===== src/common/rls_pkg.sv =====
`default_nettype none
package rls_pkg;
    // register map, byte addresses
    localparam int ADDR_W = 12;
    localparam logic [11:0] REG_CTRL = 12'h100;
    localparam logic [11:0] REG_STATUS = 12'h104;
    localparam logic [11:0] REG_PKT_COUNT = 12'h108;
    localparam logic [11:0] REG_RX_GOOD = 12'h10c;
    localparam logic [11:0] REG_RX_BAD = 12'h110;
    localparam logic [11:0] REG_USER = 12'h114;
    localparam logic [11:0] REG_TRIGGER = 12'h13c;
    // field positions
    localparam int CTRL_DUPLEX_BIT = 0;
    localparam int CTRL_GEN_START_BIT = 1;
    localparam int CTRL_TARGET_40G_BIT = 2;
    localparam int TRIGGER_BIT = 0;
    localparam int ST_BUSY_BIT = 0;
    localparam int ST_SPEED_40G_BIT = 1;
    localparam int ST_ANLT_DONE_BIT = 2;
    localparam int ST_GEN_BUSY_BIT = 3;
    // reset values
    localparam logic [31:0] CTRL_RST = 32'h0000_0000;
    localparam logic [31:0] PKT_COUNT_RST = 32'h0000_0010;
    localparam logic [31:0] USER_RST = 32'h0000_0000;
    localparam logic SPEED_40G_RST = 1'b0;
    // bus answers
    localparam logic [1:0] RESP_OKAY = 2'h0;
    localparam logic [1:0] RESP_DECERR = 2'h3;
    // rate select encoding
    localparam logic RATE_40G = 1'b1;
    localparam logic RATE_50G = 1'b0;
    // timing
    localparam int CLK_PERIOD_NS = 50;
    localparam int XCVR_RST_NS = 1000;
    localparam int CORE_RST_NS = 2000;
    localparam int XCVR_RST_CYC = (XCVR_RST_NS + CLK_PERIOD_NS - 1) / CLK_PERIOD_NS;
    localparam int CORE_RST_CYC = (CORE_RST_NS + CLK_PERIOD_NS - 1) / CLK_PERIOD_NS;
    localparam int REQ_MIN_CYC = 2;
    localparam int SYNC_STAGES = 3;
    // transceiver channel write list, channel addresses only
    localparam int CFG_ADDR_W = 10;
    localparam int CFG_DATA_W = 16;
    localparam int NUM_CHAN_WRITES = 4;
    localparam logic [9:0] CHAN_ADDR [NUM_CHAN_WRITES] = '{10'h00c, 10'h028, 10'h063, 10'h07a};
    localparam logic [15:0] CHAN_DATA_40G [NUM_CHAN_WRITES] =
        '{16'h0010, 16'h0101, 16'h8000, 16'h0022};
    localparam logic [15:0] CHAN_DATA_50G [NUM_CHAN_WRITES] =
        '{16'h0020, 16'h0100, 16'h0000, 16'h0021};

    typedef enum logic [2:0] {
        SEQ_IDLE, SEQ_WRITE, SEQ_WAIT_DONE, SEQ_XCVR_RST, SEQ_CORE_RST
    } rls_seq_state_t;
    typedef enum logic [1:0] {WR_IDLE, WR_ISSUE, WR_WAIT} rls_wr_state_t;
endpackage
`default_nettype wire


===== src/common/rls_cfg_if.sv =====
`default_nettype none
interface rls_cfg_if;
    logic start;
    logic target_40g;
    logic busy;
    logic done;
    modport seq (output start, output target_40g, input busy, input done);
    modport writer (input start, input target_40g, output busy, output done);
endinterface
`default_nettype wire


===== src/design/rls_chan_writer.sv =====
`default_nettype none
module rls_chan_writer (
    // clock and reset
    input wire logic clock_i,
    input wire logic sys_rst_i,
    input wire logic ce_i,
    // sequencer side
    rls_cfg_if.writer ctl,
    // transceiver channel configuration port
    output logic cfg_en_o,
    output logic cfg_we_o,
    output logic [rls_pkg::CFG_ADDR_W-1:0] cfg_addr_o,
    output logic [rls_pkg::CFG_DATA_W-1:0] cfg_data_o,
    input wire logic cfg_rdy_i
);
    rls_pkg::rls_wr_state_t state;
    logic [1:0] idx;
    logic to_40g;

    assign ctl.busy = (state != rls_pkg::WR_IDLE);

    always_ff @(posedge clock_i) begin
        if (sys_rst_i) begin
            state <= rls_pkg::WR_IDLE;
            idx <= 2'h0;
            to_40g <= 1'b0;
            ctl.done <= 1'b0;
        end else if (ce_i) begin
            ctl.done <= 1'b0;
            case (state)
                rls_pkg::WR_IDLE: begin
                    if (ctl.start) begin
                        idx <= 2'h0;
                        to_40g <= ctl.target_40g;
                        state <= rls_pkg::WR_ISSUE;
                    end
                end
                rls_pkg::WR_ISSUE: state <= rls_pkg::WR_WAIT;
                rls_pkg::WR_WAIT: begin
                    if (cfg_rdy_i) begin
                        if (idx == 2'(rls_pkg::NUM_CHAN_WRITES - 1)) begin
                            ctl.done <= 1'b1;
                            state <= rls_pkg::WR_IDLE;
                        end else begin
                            idx <= idx + 2'h1;
                            state <= rls_pkg::WR_ISSUE;
                        end
                    end
                end
                default: state <= rls_pkg::WR_IDLE;
            endcase
        end
    end

    // only channel addresses listed; plls untouched
    always_ff @(posedge clock_i) begin
        if (sys_rst_i) begin
            cfg_en_o <= 1'b0;
            cfg_we_o <= 1'b0;
            cfg_addr_o <= '0;
            cfg_data_o <= '0;
        end else if (ce_i) begin
            cfg_en_o <= (state == rls_pkg::WR_ISSUE);
            cfg_we_o <= (state == rls_pkg::WR_ISSUE);
            if (state == rls_pkg::WR_ISSUE) begin
                cfg_addr_o <= rls_pkg::CHAN_ADDR[idx];
                cfg_data_o <= to_40g ? rls_pkg::CHAN_DATA_40G[idx] : rls_pkg::CHAN_DATA_50G[idx];
            end
        end
    end
endmodule // rls_chan_writer
`default_nettype wire


===== src/design/rls_switcher.sv =====
// Summary of operation
// - rate select value one means 40G, zero means 50G.
// - with negotiation logic present, output flags negotiation and training complete.
// - writing one to 0x013C starts reprogramming and pulses the rate switch output.
// - valid request writes that core's transceiver channel, then resets the core.
// - writes touch only the channel; both shared plls stay fixed per rate.
// - rate change accepted only while the sequencer is idle, either direction; requests during a switch are dropped.
// - duplex test mode: transmitter and receiver active, transceiver output looped back.
// - generator sends requested packet count; monitor checks received packets.
// - user output mirrors the user register.
// - reprogram done input marks writes complete and triggers transceiver reset.
`default_nettype none
module rls_switcher #(
    parameter bit INCLUDE_ANLT = 1'b1,
    parameter int DATA_W = 64,
    parameter int PKT_WORDS = 8
) (
    // clock, reset, enable
    input wire logic clock_i,
    input wire logic sys_rst_i,
    input wire logic ce_i,
    // register bus
    input wire logic [31:0] s_axi_awaddr,
    input wire logic s_axi_awvalid,
    output logic s_axi_awready,
    input wire logic [31:0] s_axi_wdata,
    input wire logic [3:0] s_axi_wstrb,
    input wire logic s_axi_wvalid,
    output logic s_axi_wready,
    output logic [1:0] s_axi_bresp,
    output logic s_axi_bvalid,
    input wire logic s_axi_bready,
    input wire logic [31:0] s_axi_araddr,
    input wire logic s_axi_arvalid,
    output logic s_axi_arready,
    output logic [31:0] s_axi_rdata,
    output logic [1:0] s_axi_rresp,
    output logic s_axi_rvalid,
    input wire logic s_axi_rready,
    // external pins
    input wire logic rate_change_req_i,
    input wire logic rate_mode_i,
    input wire logic reprogram_done_i,
    input wire logic anlt_complete_i,
    // transceiver channel configuration port
    output logic cfg_en_o,
    output logic cfg_we_o,
    output logic [rls_pkg::CFG_ADDR_W-1:0] cfg_addr_o,
    output logic [rls_pkg::CFG_DATA_W-1:0] cfg_data_o,
    input wire logic cfg_rdy_i,
    // resets and status
    output logic xcvr_reset_o,
    output logic core_reset_o,
    output logic rate_switch_o,
    output logic speed_40g_o,
    output logic anlt_done_o,
    output logic [31:0] user_defined_output_o,
    output logic loopback_o,
    // test data path
    output logic tx_valid_o,
    output logic [DATA_W-1:0] tx_data_o,
    output logic tx_last_o,
    input wire logic tx_ready_i,
    input wire logic rx_valid_i,
    input wire logic [DATA_W-1:0] rx_data_i,
    input wire logic rx_last_i
);
    localparam int NPIN = 4;
    rls_cfg_if cfg ();
    rls_pkg::rls_seq_state_t state;

    logic [31:0] ctrl, pkt_count, rx_good, rx_bad, user_reg;
    logic [NPIN-1:0] sync0, sync1, sync2, pin_f;
    logic req_f_d, done_f_d, done_seen, target_40g;
    logic [2:0] req_cnt;
    logic [7:0] rst_cnt;
    logic wr_fire, trig_wr, start_seq, req_valid;
    logic [31:0] wmask;
    logic [31:0] pkts_left;
    logic [15:0] tx_idx, rx_idx;
    logic rx_pkt_err, gen_busy;

    // level moves only when stages two and three agree
    always_ff @(posedge clock_i) begin
        if (sys_rst_i) begin
            sync0 <= '0;
            sync1 <= '0;
            sync2 <= '0;
            pin_f <= '0;
        end else if (ce_i) begin
            sync0 <= {anlt_complete_i, reprogram_done_i, rate_mode_i, rate_change_req_i};
            sync1 <= sync0;
            sync2 <= sync1;
            for (int i = 0; i < NPIN; i++) begin
                if (sync1[i] == sync2[i]) pin_f[i] <= sync2[i];
            end
        end
    end

    // request is high at least two cycles, acted on at its fall
    assign req_valid = req_f_d && !pin_f[0] && (req_cnt >= 3'(rls_pkg::REQ_MIN_CYC));
    always_ff @(posedge clock_i) begin
        if (sys_rst_i) begin
            req_f_d <= 1'b0;
            req_cnt <= 3'h0;
        end else if (ce_i) begin
            req_f_d <= pin_f[0];
            if (!pin_f[0]) req_cnt <= 3'h0;
            else if (req_cnt != 3'h7) req_cnt <= req_cnt + 3'h1;
        end
    end

    // register bus writes
    assign wr_fire = s_axi_awvalid && s_axi_wvalid && !s_axi_bvalid;
    assign s_axi_awready = wr_fire;
    assign s_axi_wready = wr_fire;
    assign wmask = {{8{s_axi_wstrb[3]}}, {8{s_axi_wstrb[2]}},
                    {8{s_axi_wstrb[1]}}, {8{s_axi_wstrb[0]}}};
    assign trig_wr = wr_fire && (s_axi_awaddr[11:0] == rls_pkg::REG_TRIGGER)
                     && s_axi_wstrb[0] && s_axi_wdata[rls_pkg::TRIGGER_BIT];
    // busy sequencer drops new starts
    assign start_seq = (state == rls_pkg::SEQ_IDLE) && (trig_wr || req_valid);

    always_ff @(posedge clock_i) begin
        if (sys_rst_i) begin
            ctrl <= rls_pkg::CTRL_RST;
            pkt_count <= rls_pkg::PKT_COUNT_RST;
            user_reg <= rls_pkg::USER_RST;
            s_axi_bvalid <= 1'b0;
            s_axi_bresp <= rls_pkg::RESP_OKAY;
        end else if (ce_i) begin
            // generator start is a one-shot bit
            ctrl[rls_pkg::CTRL_GEN_START_BIT] <= 1'b0;
            if (s_axi_bvalid && s_axi_bready) s_axi_bvalid <= 1'b0;
            if (wr_fire) begin
                s_axi_bvalid <= 1'b1;
                s_axi_bresp <= rls_pkg::RESP_OKAY;
                case (s_axi_awaddr[11:0])
                    rls_pkg::REG_CTRL: ctrl <= (ctrl & ~wmask) | (s_axi_wdata & wmask);
                    rls_pkg::REG_PKT_COUNT:
                        pkt_count <= (pkt_count & ~wmask) | (s_axi_wdata & wmask);
                    rls_pkg::REG_USER: user_reg <= (user_reg & ~wmask) | (s_axi_wdata & wmask);
                    rls_pkg::REG_TRIGGER, rls_pkg::REG_STATUS,
                    rls_pkg::REG_RX_GOOD, rls_pkg::REG_RX_BAD: ;
                    default: s_axi_bresp <= rls_pkg::RESP_DECERR;
                endcase
            end
        end
    end

    // register bus reads
    assign s_axi_arready = !s_axi_rvalid;
    always_ff @(posedge clock_i) begin
        if (sys_rst_i) begin
            s_axi_rvalid <= 1'b0;
            s_axi_rdata <= 32'h0000_0000;
            s_axi_rresp <= rls_pkg::RESP_OKAY;
        end else if (ce_i) begin
            if (s_axi_rvalid && s_axi_rready) s_axi_rvalid <= 1'b0;
            if (s_axi_arvalid && !s_axi_rvalid) begin
                s_axi_rvalid <= 1'b1;
                s_axi_rresp <= rls_pkg::RESP_OKAY;
                s_axi_rdata <= 32'h0000_0000;
                case (s_axi_araddr[11:0])
                    rls_pkg::REG_CTRL: s_axi_rdata <= ctrl;
                    rls_pkg::REG_STATUS: begin
                        s_axi_rdata[rls_pkg::ST_BUSY_BIT] <= (state != rls_pkg::SEQ_IDLE);
                        s_axi_rdata[rls_pkg::ST_SPEED_40G_BIT] <= speed_40g_o;
                        s_axi_rdata[rls_pkg::ST_ANLT_DONE_BIT] <= anlt_done_o;
                        s_axi_rdata[rls_pkg::ST_GEN_BUSY_BIT] <= gen_busy;
                    end
                    rls_pkg::REG_PKT_COUNT: s_axi_rdata <= pkt_count;
                    rls_pkg::REG_RX_GOOD: s_axi_rdata <= rx_good;
                    rls_pkg::REG_RX_BAD: s_axi_rdata <= rx_bad;
                    rls_pkg::REG_USER: s_axi_rdata <= user_reg;
                    // trigger is self-clearing and always reads zero
                    rls_pkg::REG_TRIGGER: ;
                    default: s_axi_rresp <= rls_pkg::RESP_DECERR;
                endcase
            end
        end
    end

    // channel writes, done, transceiver reset, core reset
    assign cfg.start = start_seq;
    assign cfg.target_40g = trig_wr ? ctrl[rls_pkg::CTRL_TARGET_40G_BIT] : pin_f[1];

    always_ff @(posedge clock_i) begin
        if (sys_rst_i) begin
            state <= rls_pkg::SEQ_IDLE;
            rst_cnt <= 8'h00;
            done_f_d <= 1'b0;
            done_seen <= 1'b0;
            target_40g <= rls_pkg::SPEED_40G_RST;
            speed_40g_o <= rls_pkg::SPEED_40G_RST;
            rate_switch_o <= 1'b0;
            xcvr_reset_o <= 1'b0;
            core_reset_o <= 1'b0;
        end else if (ce_i) begin
            done_f_d <= pin_f[2];
            rate_switch_o <= start_seq && trig_wr;
            // a stale high done level must not end a fresh sequence
            if (pin_f[2] && !done_f_d && state != rls_pkg::SEQ_IDLE) done_seen <= 1'b1;
            case (state)
                rls_pkg::SEQ_IDLE: begin
                    done_seen <= 1'b0;
                    if (start_seq) begin
                        target_40g <= cfg.target_40g;
                        state <= rls_pkg::SEQ_WRITE;
                    end
                end
                rls_pkg::SEQ_WRITE: if (cfg.done) state <= rls_pkg::SEQ_WAIT_DONE;
                rls_pkg::SEQ_WAIT_DONE: begin
                    if (done_seen) begin
                        xcvr_reset_o <= 1'b1;
                        rst_cnt <= 8'(rls_pkg::XCVR_RST_CYC - 1);
                        state <= rls_pkg::SEQ_XCVR_RST;
                    end
                end
                rls_pkg::SEQ_XCVR_RST: begin
                    if (rst_cnt == 8'h00) begin
                        xcvr_reset_o <= 1'b0;
                        core_reset_o <= 1'b1;
                        rst_cnt <= 8'(rls_pkg::CORE_RST_CYC - 1);
                        state <= rls_pkg::SEQ_CORE_RST;
                    end else begin
                        rst_cnt <= rst_cnt - 8'h01;
                    end
                end
                rls_pkg::SEQ_CORE_RST: begin
                    if (rst_cnt == 8'h00) begin
                        core_reset_o <= 1'b0;
                        speed_40g_o <= target_40g;
                        state <= rls_pkg::SEQ_IDLE;
                    end else begin
                        rst_cnt <= rst_cnt - 8'h01;
                    end
                end
                default: state <= rls_pkg::SEQ_IDLE;
            endcase
        end
    end

    rls_chan_writer u_writer (
        .clock_i(clock_i),
        .sys_rst_i(sys_rst_i),
        .ce_i(ce_i),
        .ctl(cfg.writer),
        .cfg_en_o(cfg_en_o),
        .cfg_we_o(cfg_we_o),
        .cfg_addr_o(cfg_addr_o),
        .cfg_data_o(cfg_data_o),
        .cfg_rdy_i(cfg_rdy_i)
    );

    // status and mirror outputs
    always_ff @(posedge clock_i) begin
        if (sys_rst_i) begin
            anlt_done_o <= 1'b0;
            user_defined_output_o <= rls_pkg::USER_RST;
            loopback_o <= 1'b0;
        end else if (ce_i) begin
            anlt_done_o <= INCLUDE_ANLT && pin_f[3];
            user_defined_output_o <= user_reg;
            loopback_o <= ctrl[rls_pkg::CTRL_DUPLEX_BIT];
        end
    end

    // packet generator; pauses while the core is being switched
    assign gen_busy = (pkts_left != 32'h0);
    always_ff @(posedge clock_i) begin
        if (sys_rst_i) begin
            pkts_left <= 32'h0;
            tx_idx <= 16'h0;
            tx_valid_o <= 1'b0;
            tx_data_o <= '0;
            tx_last_o <= 1'b0;
        end else if (ce_i) begin
            if (tx_valid_o && tx_ready_i) begin
                tx_valid_o <= 1'b0;
                if (tx_last_o) begin
                    pkts_left <= pkts_left - 32'h1;
                    tx_idx <= 16'h0;
                end else begin
                    tx_idx <= tx_idx + 16'h1;
                end
            end else if (!tx_valid_o && gen_busy && state == rls_pkg::SEQ_IDLE) begin
                tx_valid_o <= 1'b1;
                tx_data_o <= DATA_W'(tx_idx);
                tx_last_o <= (tx_idx == 16'(PKT_WORDS - 1));
            end
            if (!gen_busy && ctrl[rls_pkg::CTRL_GEN_START_BIT]
                && ctrl[rls_pkg::CTRL_DUPLEX_BIT]) begin
                pkts_left <= pkt_count;
            end
        end
    end

    // monitor: words count up from zero, last on the final word
    always_ff @(posedge clock_i) begin
        if (sys_rst_i) begin
            rx_idx <= 16'h0;
            rx_pkt_err <= 1'b0;
            rx_good <= 32'h0;
            rx_bad <= 32'h0;
        end else if (ce_i) begin
            if (ctrl[rls_pkg::CTRL_GEN_START_BIT] && !gen_busy) begin
                rx_good <= 32'h0;
                rx_bad <= 32'h0;
            end else if (rx_valid_i) begin
                if (rx_last_i) begin
                    rx_idx <= 16'h0;
                    rx_pkt_err <= 1'b0;
                    if (rx_pkt_err || rx_data_i != DATA_W'(rx_idx)
                        || rx_idx != 16'(PKT_WORDS - 1)) begin
                        rx_bad <= rx_bad + 32'h1;
                    end else begin
                        rx_good <= rx_good + 32'h1;
                    end
                end else begin
                    rx_idx <= rx_idx + 16'h1;
                    if (rx_data_i != DATA_W'(rx_idx)) rx_pkt_err <= 1'b1;
                end
            end
        end
    end
endmodule // rls_switcher
`default_nettype wire


===== config.mk =====
export PLATFORM = sky130hd
export DESIGN_NAME = rls_switcher
export DESIGN_NICKNAME = d
export VERILOG_FILES = /design/src/common/rls_pkg.sv /design/src/common/rls_cfg_if.sv /design/src/design/rls_chan_writer.sv /design/src/design/rls_switcher.sv
export SDC_FILE = /design/constraint.sdc
export NUM_CORES = 1
export LEC_CHECK = 0
export ABC_AREA = 1
export BUFFER_PORTS_ARGS = -buffer_cell sky130_fd_sc_hd__buf_2
export CORE_MARGIN = 2
export CORE_UTILIZATION = 45
export DETAILED_ROUTE_END_ITERATION = 8
export PLACE_DENSITY = 0.76
export SLEW_MARGIN = 20
export SYNTH_ARGS = -nofsm -noshare
export SYNTH_HDL_FRONTEND = slang
export SYNTH_HIERARCHICAL = 1
export SYNTH_SLANG_ARGS = --single-unit

===== constraint.sdc =====
create_clock -name clock_i -period 4.5 [get_ports clock_i]
set_input_delay 0.45 -clock clock_i [delete_from_list [all_inputs] [get_ports clock_i]]
set_output_delay 0.45 -clock clock_i [all_outputs]
set_load 0.01 [all_outputs]

=== Word-level counts from Yosys, hierarchy flattened ===
Cells that the tools add are included.

* Bits in registers: 386
* Bits in latches: 0
* Memory bits (writable): 0
* ROM bits: 0
* Input port bits: 180
* Output and inout bits: 173
* Word-level logic and storage cells: 255
* Memories kept: 0

* Add/subtract/negate cells: 8
* Multipliers: 0
* Div/mod/pow operators: 0
* $lt $le $gt $ge: 2
* Equality and inequality tests: 40
* Shift-type cells: 0
* Multiplexer cells: 68
* Bitwise operators: 11
* Reductions and logical operators: 80

{| class="wikitable"
|+ Operators by type and width
! cell !! number
|-
| 2-to-1 mux 32 bit || 11
|-
| == test 12 x 9 -> 1 bit, second input constant || 14
|-
| case mux 28 bit (5 select lines) || 1
|-
| bitwise AND 32 bit || 4
|-
| 2-to-1 mux 16 bit || 7
|-
| bitwise OR 32 bit || 3
|-
| adder 32 x 1 -> 32 bit, second input constant || 2
|-
| binary-select mux 16 bit (select 2 bit) || 2
|-
| inequality test 64 x 16 -> 1 bit || 1
|-
| adder 16 x 1 -> 16 bit, second input constant || 2
|-
| NOT 32 bit || 1
|-
| nonzero test 32 bit || 1
|-
| subtractor 32 x 1 -> 32 bit, second input constant || 1
|-
| AND reduction 3 bit || 10
|-
| AND reduction 2 bit || 13
|-
| nonzero test 2 bit || 13
|-
| 2-to-1 mux 8 bit || 3
|-
| case mux 4 bit (6 select lines) || 1
|-
| case mux 8 bit (3 select lines) || 1
|-
| AND reduction 4 bit || 6
|-
| 2-to-1 mux 3 bit || 7
|-
| binary-select mux 10 bit (select 2 bit) || 1
|-
| 2-to-1 mux 10 bit || 2
|-
| logical AND 1 bit || 19
|-
| 33 further kinds || 83
|}

=== Longest topological paths before layout ===
Gate-level depths: netlist of the first run.

* Depth in word-level cells: 9
* Depth in mapped cells: 15
* Depth with buffers taken out: 14

=== By module ===
The synthesis of the first run kept the hierarchy.

{| class="wikitable"
|+ Modules (own cells, without submodules)
! module !! times used !! cells an instance !! area an instance (um^2) !! sequential area each (um^2)
|-
| rls_switcher || 1 || 2647 || 18026.0 || 7026.7
|-
| rls_chan_writer || 1 || 127 || 996.0 || 380.4
|}

=== Least setup slack after synthesis of the first run ===
No wires, ideal clock.

* Kind: register to register
* Start point: register pkts_left[0]
* End point: register rx_good[29]
* Setup time: 0.113 ns
* Data arrival time: 1.823 ns
* Required time: 4.387 ns
* Slack: 2.564 ns
* Cell stages (with the launch flop): 13
* Path buffers: 1
* Period minus slack after synthesis: 1.936 ns
* Cell sequence: dfxtp_1 > inv_1 > ha_1 > nand3_2 > nor2_4 > nand2_2 > nor2_2 > nand2_2 > o21ai_4 > buf_4 > nand2_2 > o21ai_1 > nor2_1

* Longest elaborated chain between the ends: 5
* Elaborated cells between the ends (all ways): 8
* Those cells by class: eq/ne (1); mux (1); reduce/logical (6)

{| class="wikitable"
|+ RTL lines
! element !! line !! source
|-
| start, declared || rls_switcher.sv:79 || <nowiki>logic [31:0] pkts_left;</nowiki>
|-
| start signal, assigned || rls_switcher.sv:282 || <nowiki>pkts_left <= pkts_left - 32'h1;</nowiki>
|-
| start signal, assigned || rls_switcher.sv:294 || <nowiki>pkts_left <= pkt_count;</nowiki>
|-
| nonzero test 32 bit (*) || rls_switcher.sv:270 || <nowiki>assign gen_busy = (pkts_left != 32'h0);</nowiki>
|-
| zero test 1 bit (*) || rls_switcher.sv:307 || <nowiki>if (ctrl[rls_pkg::CTRL_GEN_START_BIT] && !gen_busy) begin</nowiki>
|-
| logical AND 1 bit (*) || rls_switcher.sv:307 ||
|-
| inequality test 2 bit (no source line) or nonzero test 2 bit (tied branches) || - ||
|-
| AND reduction 4 bit (no source line) || - ||
|-
| end signal, assigned || rls_switcher.sv:318 || <nowiki>rx_good <= rx_good + 32'h1;</nowiki>
|-
| end, declared || rls_switcher.sv:72 || <nowiki>logic [31:0] ctrl, pkt_count, rx_good, rx_bad, user_reg;</nowiki>
|}

Mark *: on every way between the ends. The rest lies on a longest branch, timed or not.
A chain may end at the register's enable or synchronous reset.

=== Worst setup path after layout of the first run ===
* Start point: register pkts_left[0]
* End point: register pkts_left[5]

* Longest elaborated chain between the ends: 6
* Elaborated cells between the ends (all ways): 11
* Those cells by class: add/sub (1); mux (3); reduce/logical (7)

{| class="wikitable"
|+ RTL lines
! element
|-
| parallel branches: the longest is 6 deep, another holds subtractor 32 x 1 -> 32 bit
|}

Parallel ways; which one is timed is not known. The select of a mux whose other input is x is not followed.

==> results of run 1 <==
per-layer routing:
metal / vias to the layer above / share of wire (%)
met5: - / 0.023
met4: 2 / 2.9
met3: 94 / 8.2
met2: 793 / 42
met1: 8481 / 47
li1: 9361 / -
worst min path at each step:
stage | from | slack, ns | endpoint | cells after the start
floorplan | rst_cnt[0] | 0.43 | rst_cnt[0] | 1
global placement | rst_cnt[0] | 0.45 | rst_cnt[0] | 1
detailed placement | sync2[1] | 0.45 | pin_f[1] | 2
CTS | rate_change_req_i | 0.09 | sync0[0] | 3
global route | rate_change_req_i | 0.11 | sync0[0] | 3
finish | rate_change_req_i | 0.11 | sync0[0] | 3
worst max-delay path, delay by kind of cell, from the launching register on:
family	cells	cell delay, ns
and+or+nand+nor	9	1.83
buffers and inverters	2	0.49
DFF	1	0.30
adders and majority gates	1	0.25
AOI/OAI and AO/OA	2	0.19
power breakdown:
part | internal (mW) | switching (mW)
clock | 2.11 | 1.44
sequential | 3.34 | 0.0447
combinational | 0.190 | 0.392
layout make-up:
cell class	instances	area, µm²	area share, %
clock buffer	55	1201	5.534
clock inverter	19	222.7	1.026
inverter	384	1444	6.653
multi-input combinational	1899	9345	43.06
sequential	370	7407	34.13
tap	539	674.4	3.107
timing repair buffer	269	1409	6.491
through the flow:
step / power, mW / hold slack (ns) / utilization (%)
after detailed placement: 4.034 / 0.4496 / 48.45
after CTS: 7.566 / 0.08893 / 51.86
final: 7.527 / 0.1088 / 51.86
after global routing: 7.779 / 0.1138 / 51.86
after floorplan: 3.860 / 0.4315 / -
after global placement: 4.029 / 0.4486 / 48.45
cell usage in the layout (no fill, tap or decap), types with 43 or more instances in the layout:
cell type and n:
sky130_fd_sc_hd__nor2_1 359, sky130_fd_sc_hd__o21ai_0 214, sky130_fd_sc_hd__inv_1 373, sky130_fd_sc_hd__nand3_1 137, sky130_fd_sc_hd__nand2_1 438, sky130_fd_sc_hd__a21oi_1 286
sky130_fd_sc_hd__buf_2 249, sky130_fd_sc_hd__clkbuf_16 43, sky130_fd_sc_hd__nor3_1 59, sky130_fd_sc_hd__o22ai_1 58, sky130_fd_sc_hd__xor2_1 46, sky130_fd_sc_hd__dfxtp_1 370
sky130_fd_sc_hd__a211oi_1 75, sky130_fd_sc_hd__conb_1 61
==> implementation parameters, run 1 <==
Parameter                              Value

Global routing
  Total track usage    25.05%
  Initial antenna violation count    1
  Global routing met3 resource utilization    3.711%
  Pin count of the biggest net entering global routing    134
  Busiest metal layer after global routing    met2
  Met2 capacity usage during global routing    37.17%
  Met1 usage    36.86%
  Vias in the first global route    16,555
  First-pass GRT wire length    89,040 µm
  Global-route congestion overflow total    0

Timing
  Post-route setup slack    1.268 ns
  Relative slew slack    24.24%
  Achievable frequency    0.3094 GHz
  Transition time at the pin with the least slew margin    1.133 ns
  Count of final max-slew check failures    0
  Min Clock Period, post-route    3.232 ns
  Final Hold Viols    0
  Final period util    71.82%
  # setup viols final    0
  Final setup TNS    0 ns
  Clk_skew    0.03182 ns
  Unrepaired setup endpoints after global routing    false

Clock network
  Clk_lat worst skew    0.58 ns
  H-tree depth reported by CTS    2
  Hold-fix buffer count after cts    0
  Number of gates resized after cts    0
  Clock sink count    370
  Largest buffer count on any clock path    3
  Cell at the root of the clock tree    sky130_fd_sc_hd__clkbuf_16
  Clock-pin slew on the worst setup and hold paths    0.06 ns
  TritonCTS Buffers    41
  CTS tree    yes
  Number of buffers added for setup after CTS    0

Placed design
  Final HPWL from detailed placement    39,860 µm
  Number of placed cells counting well taps    3,461
  Area after detailed placement    0.02028 mm²
  IO buf count    251
  Final weighted congestion of routability-driven global placement    0.9637
  Pre-CTS worst setup slack    1.373 ns

Setup path
  Logic depth of the worst register-to-register path    14
  Setup slack on the worst flop-to-flop path    1.27 ns
  Critical setup path kind    flip-flop to flip-flop
  Arrival time worst endpoint    3.64 ns
  Beginning of the critical path    pkts_left[0]
  Startpoint of the worst-slack reg-to-reg timing path    pkts_left[0]
  Critical register-to-register path endpoint    pkts_left[5]
  CP Max Fanout    26
  Data required time of the worst path    4.91 ns
  Critical path, cell by cell    inv_1, ha_1, nand3_2, nor2_4, nand2_2, nor2_4, nand2_2, nor2_4, nand2_1, nand2_2, buf_4, o21ai_0, nand2_1, a21oi_1
  Type of origin of the critical path    flip-flop
  End of the critical path    pkts_left[5]
  Library cell contributing the largest single delay on the critical path    sky130_fd_sc_hd__nand2_2
  CP endpoint kind    flip-flop
  Crit path largest cell delay    0.44 ns

Drt
  Drt first-iter violations    1,748
  DRC violations left    0
  Detailed-route via count    18,731
  Average wire per cell in the routed design    15.93 µm
  Total length of routed wires    56,320 µm
  Number of nets with antenna violations after detailed routing    0
  DRT Pass-1 Iters    6
  Drt via density    5.299

Die
  Floorplan die area    0.04392 mm²
  Die Y    209.6 µm
  Core box area    0.04185 mm²
  Number of standard-cell rows in the floorplan    75
  Io pins    353
  Initial Util    45.44%
  Chip Width    209.6 µm

Layout
  Number of antenna cells inserted    0
  Final Instance Area    0.02170 mm²
  NumNets Final    3,160
  Fraction of layout cells with a size suffix above 1    13.55%
  Filler-free cell count of the finished design    3,535
  Filler Cells Inserted    4,109
  Synthesis-to-finish area growth    14.12%

Synth
  Mapped Avg Cell Area    6.858 µm²
  Cell count after synthesis    2,773
  Synth Cell Area    0.01902 mm²
  Count of synthesis-stage warnings from yosys    6

Worst hold path
  Tightest Hold Check Type    input port to flip-flop

Run
  Number of maximum-capacitance violations    0

Pwr
  PwrDens    346.8 mW/mm²
  Worst voltage drop across the vdd grid    0.0002652 V
  LEAKAGE    9.221 nW

Run status
  Outcome    finished, final reports clean
Power figures use the tool's default switching activity.
==> inputs of run 2 (changes only) <==
--- a/config.mk
+++ b/config.mk
@@ -10,7 +10,7 @@
 export CORE_MARGIN = 2
 export CORE_UTILIZATION = 45
 export DETAILED_ROUTE_END_ITERATION = 8
-export PLACE_DENSITY = 0.76
+export PLACE_DENSITY = 0.78
 export SLEW_MARGIN = 20
 export SYNTH_ARGS = -nofsm -noshare
 export SYNTH_HDL_FRONTEND = slang
==> constraint.sdc (replaced) <==
create_clock -name clock_i -period 2.9 [get_ports clock_i]
set_input_delay 0.29 -clock clock_i [delete_from_list [all_inputs] [get_ports clock_i]]
set_output_delay 0.29 -clock clock_i [all_outputs]
set_load 0.01 [all_outputs]
==> run 2 against run 1 <==
  * Final area grew 1.2%
  * Critical path type unchanged
  * Die area stayed put
  * Worst setup slack worse by 0.92 ns
  * Non-clock buffer count is 30 higher
  * Sequential share of layout area shrank 0.39 points
  * Global-route usage decreased by 0.20 points
  * Hold slack got worse by 0.075 ns
  * Flip-flop and latch count unchanged
  * Critical path depth did not move
  * Sequential power rose by 55%
  * Power up 55%
==> implementation parameters, run 2 (synthesized netlist as in run 1, its figures left out) <==
Parameter                              Value

Timing
  Clk_skew    0.01302 ns
  Unrepaired setup endpoints after global routing    false
  Min Clock Period, post-route    2.548 ns
  Final period util    87.86%
  # setup viols final    0
  Final setup TNS    0 ns
  Count of final max-slew check failures    0
  Achievable frequency    0.3925 GHz
  Worst hold slack    0.03423 ns
  Relative slew slack    35.49%
  Transition time at the pin with the least slew margin    0.9677 ns
  Final Hold Viols    0

Clock network
  Cell at the root of the clock tree    sky130_fd_sc_hd__clkbuf_16
  Clock sink count    370
  Clk_lat worst skew    0.56 ns
  Largest buffer count on any clock path    3
  Number of buffers added for setup after CTS    0
  H-tree depth reported by CTS    2
  CTS tree    yes
  TritonCTS Buffers    41
  Clock-pin slew on the worst setup and hold paths    0.06 ns

Setup path
  Arrival time worst endpoint    2.94 ns
  Data required time of the worst path    3.29 ns
  Type of origin of the critical path    flip-flop
  Logic depth of the worst register-to-register path    14
  CP endpoint kind    flip-flop
  CP Max Fanout    35
  Critical setup path kind    flip-flop to flip-flop

Placed design
  Final HPWL from detailed placement    40,460 µm
  Final weighted congestion of routability-driven global placement    0.9768
  Area after detailed placement    0.02046 mm²
  IO buf count    251

Layout
  Fraction of layout cells with a size suffix above 1    14.09%
  Filler Cells Inserted    4,056
  Most common cell after layout, fill and taps aside    sky130_fd_sc_hd__nand2_1
  Synthesis-to-finish area growth    15.45%
  Final Instance Area    0.02196 mm²
  Most frequent cells in the layout    sky130_fd_sc_hd__nand2_1, sky130_fd_sc_hd__inv_1, sky130_fd_sc_hd__dfxtp_1, sky130_fd_sc_hd__nor2_1, sky130_fd_sc_hd__a21oi_1
  NumNets Final    3,190

Drt
  Average wire per cell in the routed design    15.63 µm
  DRT Pass-1 Iters    6
  Number of nets with antenna violations after detailed routing    0
  Total length of routed wires    55,710 µm
  DRC violations left    0
  Drt via density    5.246
  Detailed-route via count    18,702
  Drt first-iter violations    1,747

Global routing
  Met2 capacity usage during global routing    37.64%
  Total track usage    24.85%
  Initial antenna violation count    4
  Busiest metal layer after global routing    met2
  Met1 usage    36.04%
  Global-route congestion overflow total    0
  Global routing met3 resource utilization    4.444%
  Vias in the first global route    16,653
  First-pass GRT wire length    88,750 µm
  Pin count of the biggest net entering global routing    82

Pwr
  Clock power frac    47.1%
  LEAKAGE    9.362 nW
  Sequential fraction of design power    45.1%
  Switching fraction of total power    24.51%
  PwrDens    531.3 mW/mm²
  Cell Int Power    8.807 mW
  Logic gate share of total power    7.9%
  Psw    2.859 mW
  Worst voltage drop across the vdd grid    0.0003759 V

Worst hold path
  Hold depth    3
  Tightest Hold Check Type    input port to flip-flop

Die
  Initial Util    45.44%
  Die Y    209.6 µm
  Number of standard-cell rows in the floorplan    75
  Chip Width    209.6 µm
  Core box area    0.04185 mm²
  Floorplan die area    0.04392 mm²
  Io pins    353

Run
  Number of maximum-capacitance violations    0

Run status
  Outcome    finished, final reports clean
## run 2: per-stage QoR
step / power, mW / util [%] / worst slack [ns] / instances
5_1_grt: 12.09 / 52.46 / 0.04500 / 3565
3_3_place_gp: 6.253 / 48.90 / 0.3786 / 3484
2_1_floorplan: 5.990 / - / 0.9638 / 2832
3_5_place_dp: 6.267 / 48.90 / 0.3280 / 3484
4_1_cts: 11.74 / 52.44 / 0.2860 / 3563
6_report: 11.67 / 52.46 / 0.3522 / 3565
## run 2: final timing paths
check / from / endpoint / slack [ns]
setup / recovery: pkts_left[0] / pkts_left[25] / 0.35
hold / removal: s_axi_wdata[17] / flip-flop / 0.03
setup reg to reg: pkts_left[0] / pkts_left[25] / 0.35
hold reg to reg: rst_cnt[0] / rst_cnt[0] / 0.46
## run 2: power groups by stage
stage / Sequential [mW] / Combinational [mW] / Clock, mW
finish: 5.26 / 0.916 / 5.49
global route: 5.27 / 1.03 / 5.79
CTS: 5.26 / 0.911 / 5.58
detailed placement: 5.37 / 0.899 / 0
global placement: 5.37 / 0.885 / 0
floorplan: 5.39 / 0.604 / 0
## run 2: layout make-up
cell class                 instances  area (µm²)  share of cell area, %
timing repair buffer             299        1664                  7.579
multi-input combinational       1899        9350                  42.58
sequential                       370        7407                  33.73
clock buffer                      54        1177                  5.362
antenna                            2       5.005                0.02279
tap                              539       674.4                  3.071
inverter                         384        1444                  6.576
clock inverter                    18       235.2                  1.071
## run 2: what timing repair did
| action | 4_1_cts | 5_1_grt |
|---|---|---|
| hold buffers | 7 | 0 |
| endpoints found under the hold margin | 11 | 0 |
| resized for setup | 0 | 1 |
| setup endpoints to repair | 0 | 1 |
## run 2: critical path, stage by stage, from the launching register on
cell,delay (ns)
sky130_fd_sc_hd__dfxtp_1,0.30
sky130_fd_sc_hd__inv_1,0.13
sky130_fd_sc_hd__ha_1,0.24
sky130_fd_sc_hd__nand3_2,0.15
sky130_fd_sc_hd__nor2_4,0.23
sky130_fd_sc_hd__nand2_2,0.09
sky130_fd_sc_hd__nor2_4,0.13
sky130_fd_sc_hd__nand2_4,0.17
sky130_fd_sc_hd__nor2_4,0.14
sky130_fd_sc_hd__nand2_1,0.07
sky130_fd_sc_hd__nand2_2,0.24
sky130_fd_sc_hd__buf_12,0.25
sky130_fd_sc_hd__o21ai_0,0.11
sky130_fd_sc_hd__nand2_1,0.08
sky130_fd_sc_hd__a21oi_1,0.06
## run 2: metal layers
metal	share of wire, %	vias up
met4	2.5	4
met3	9.0	82
met1	46	8426
met5	0.048	-
met2	43	795
li1	-	9395
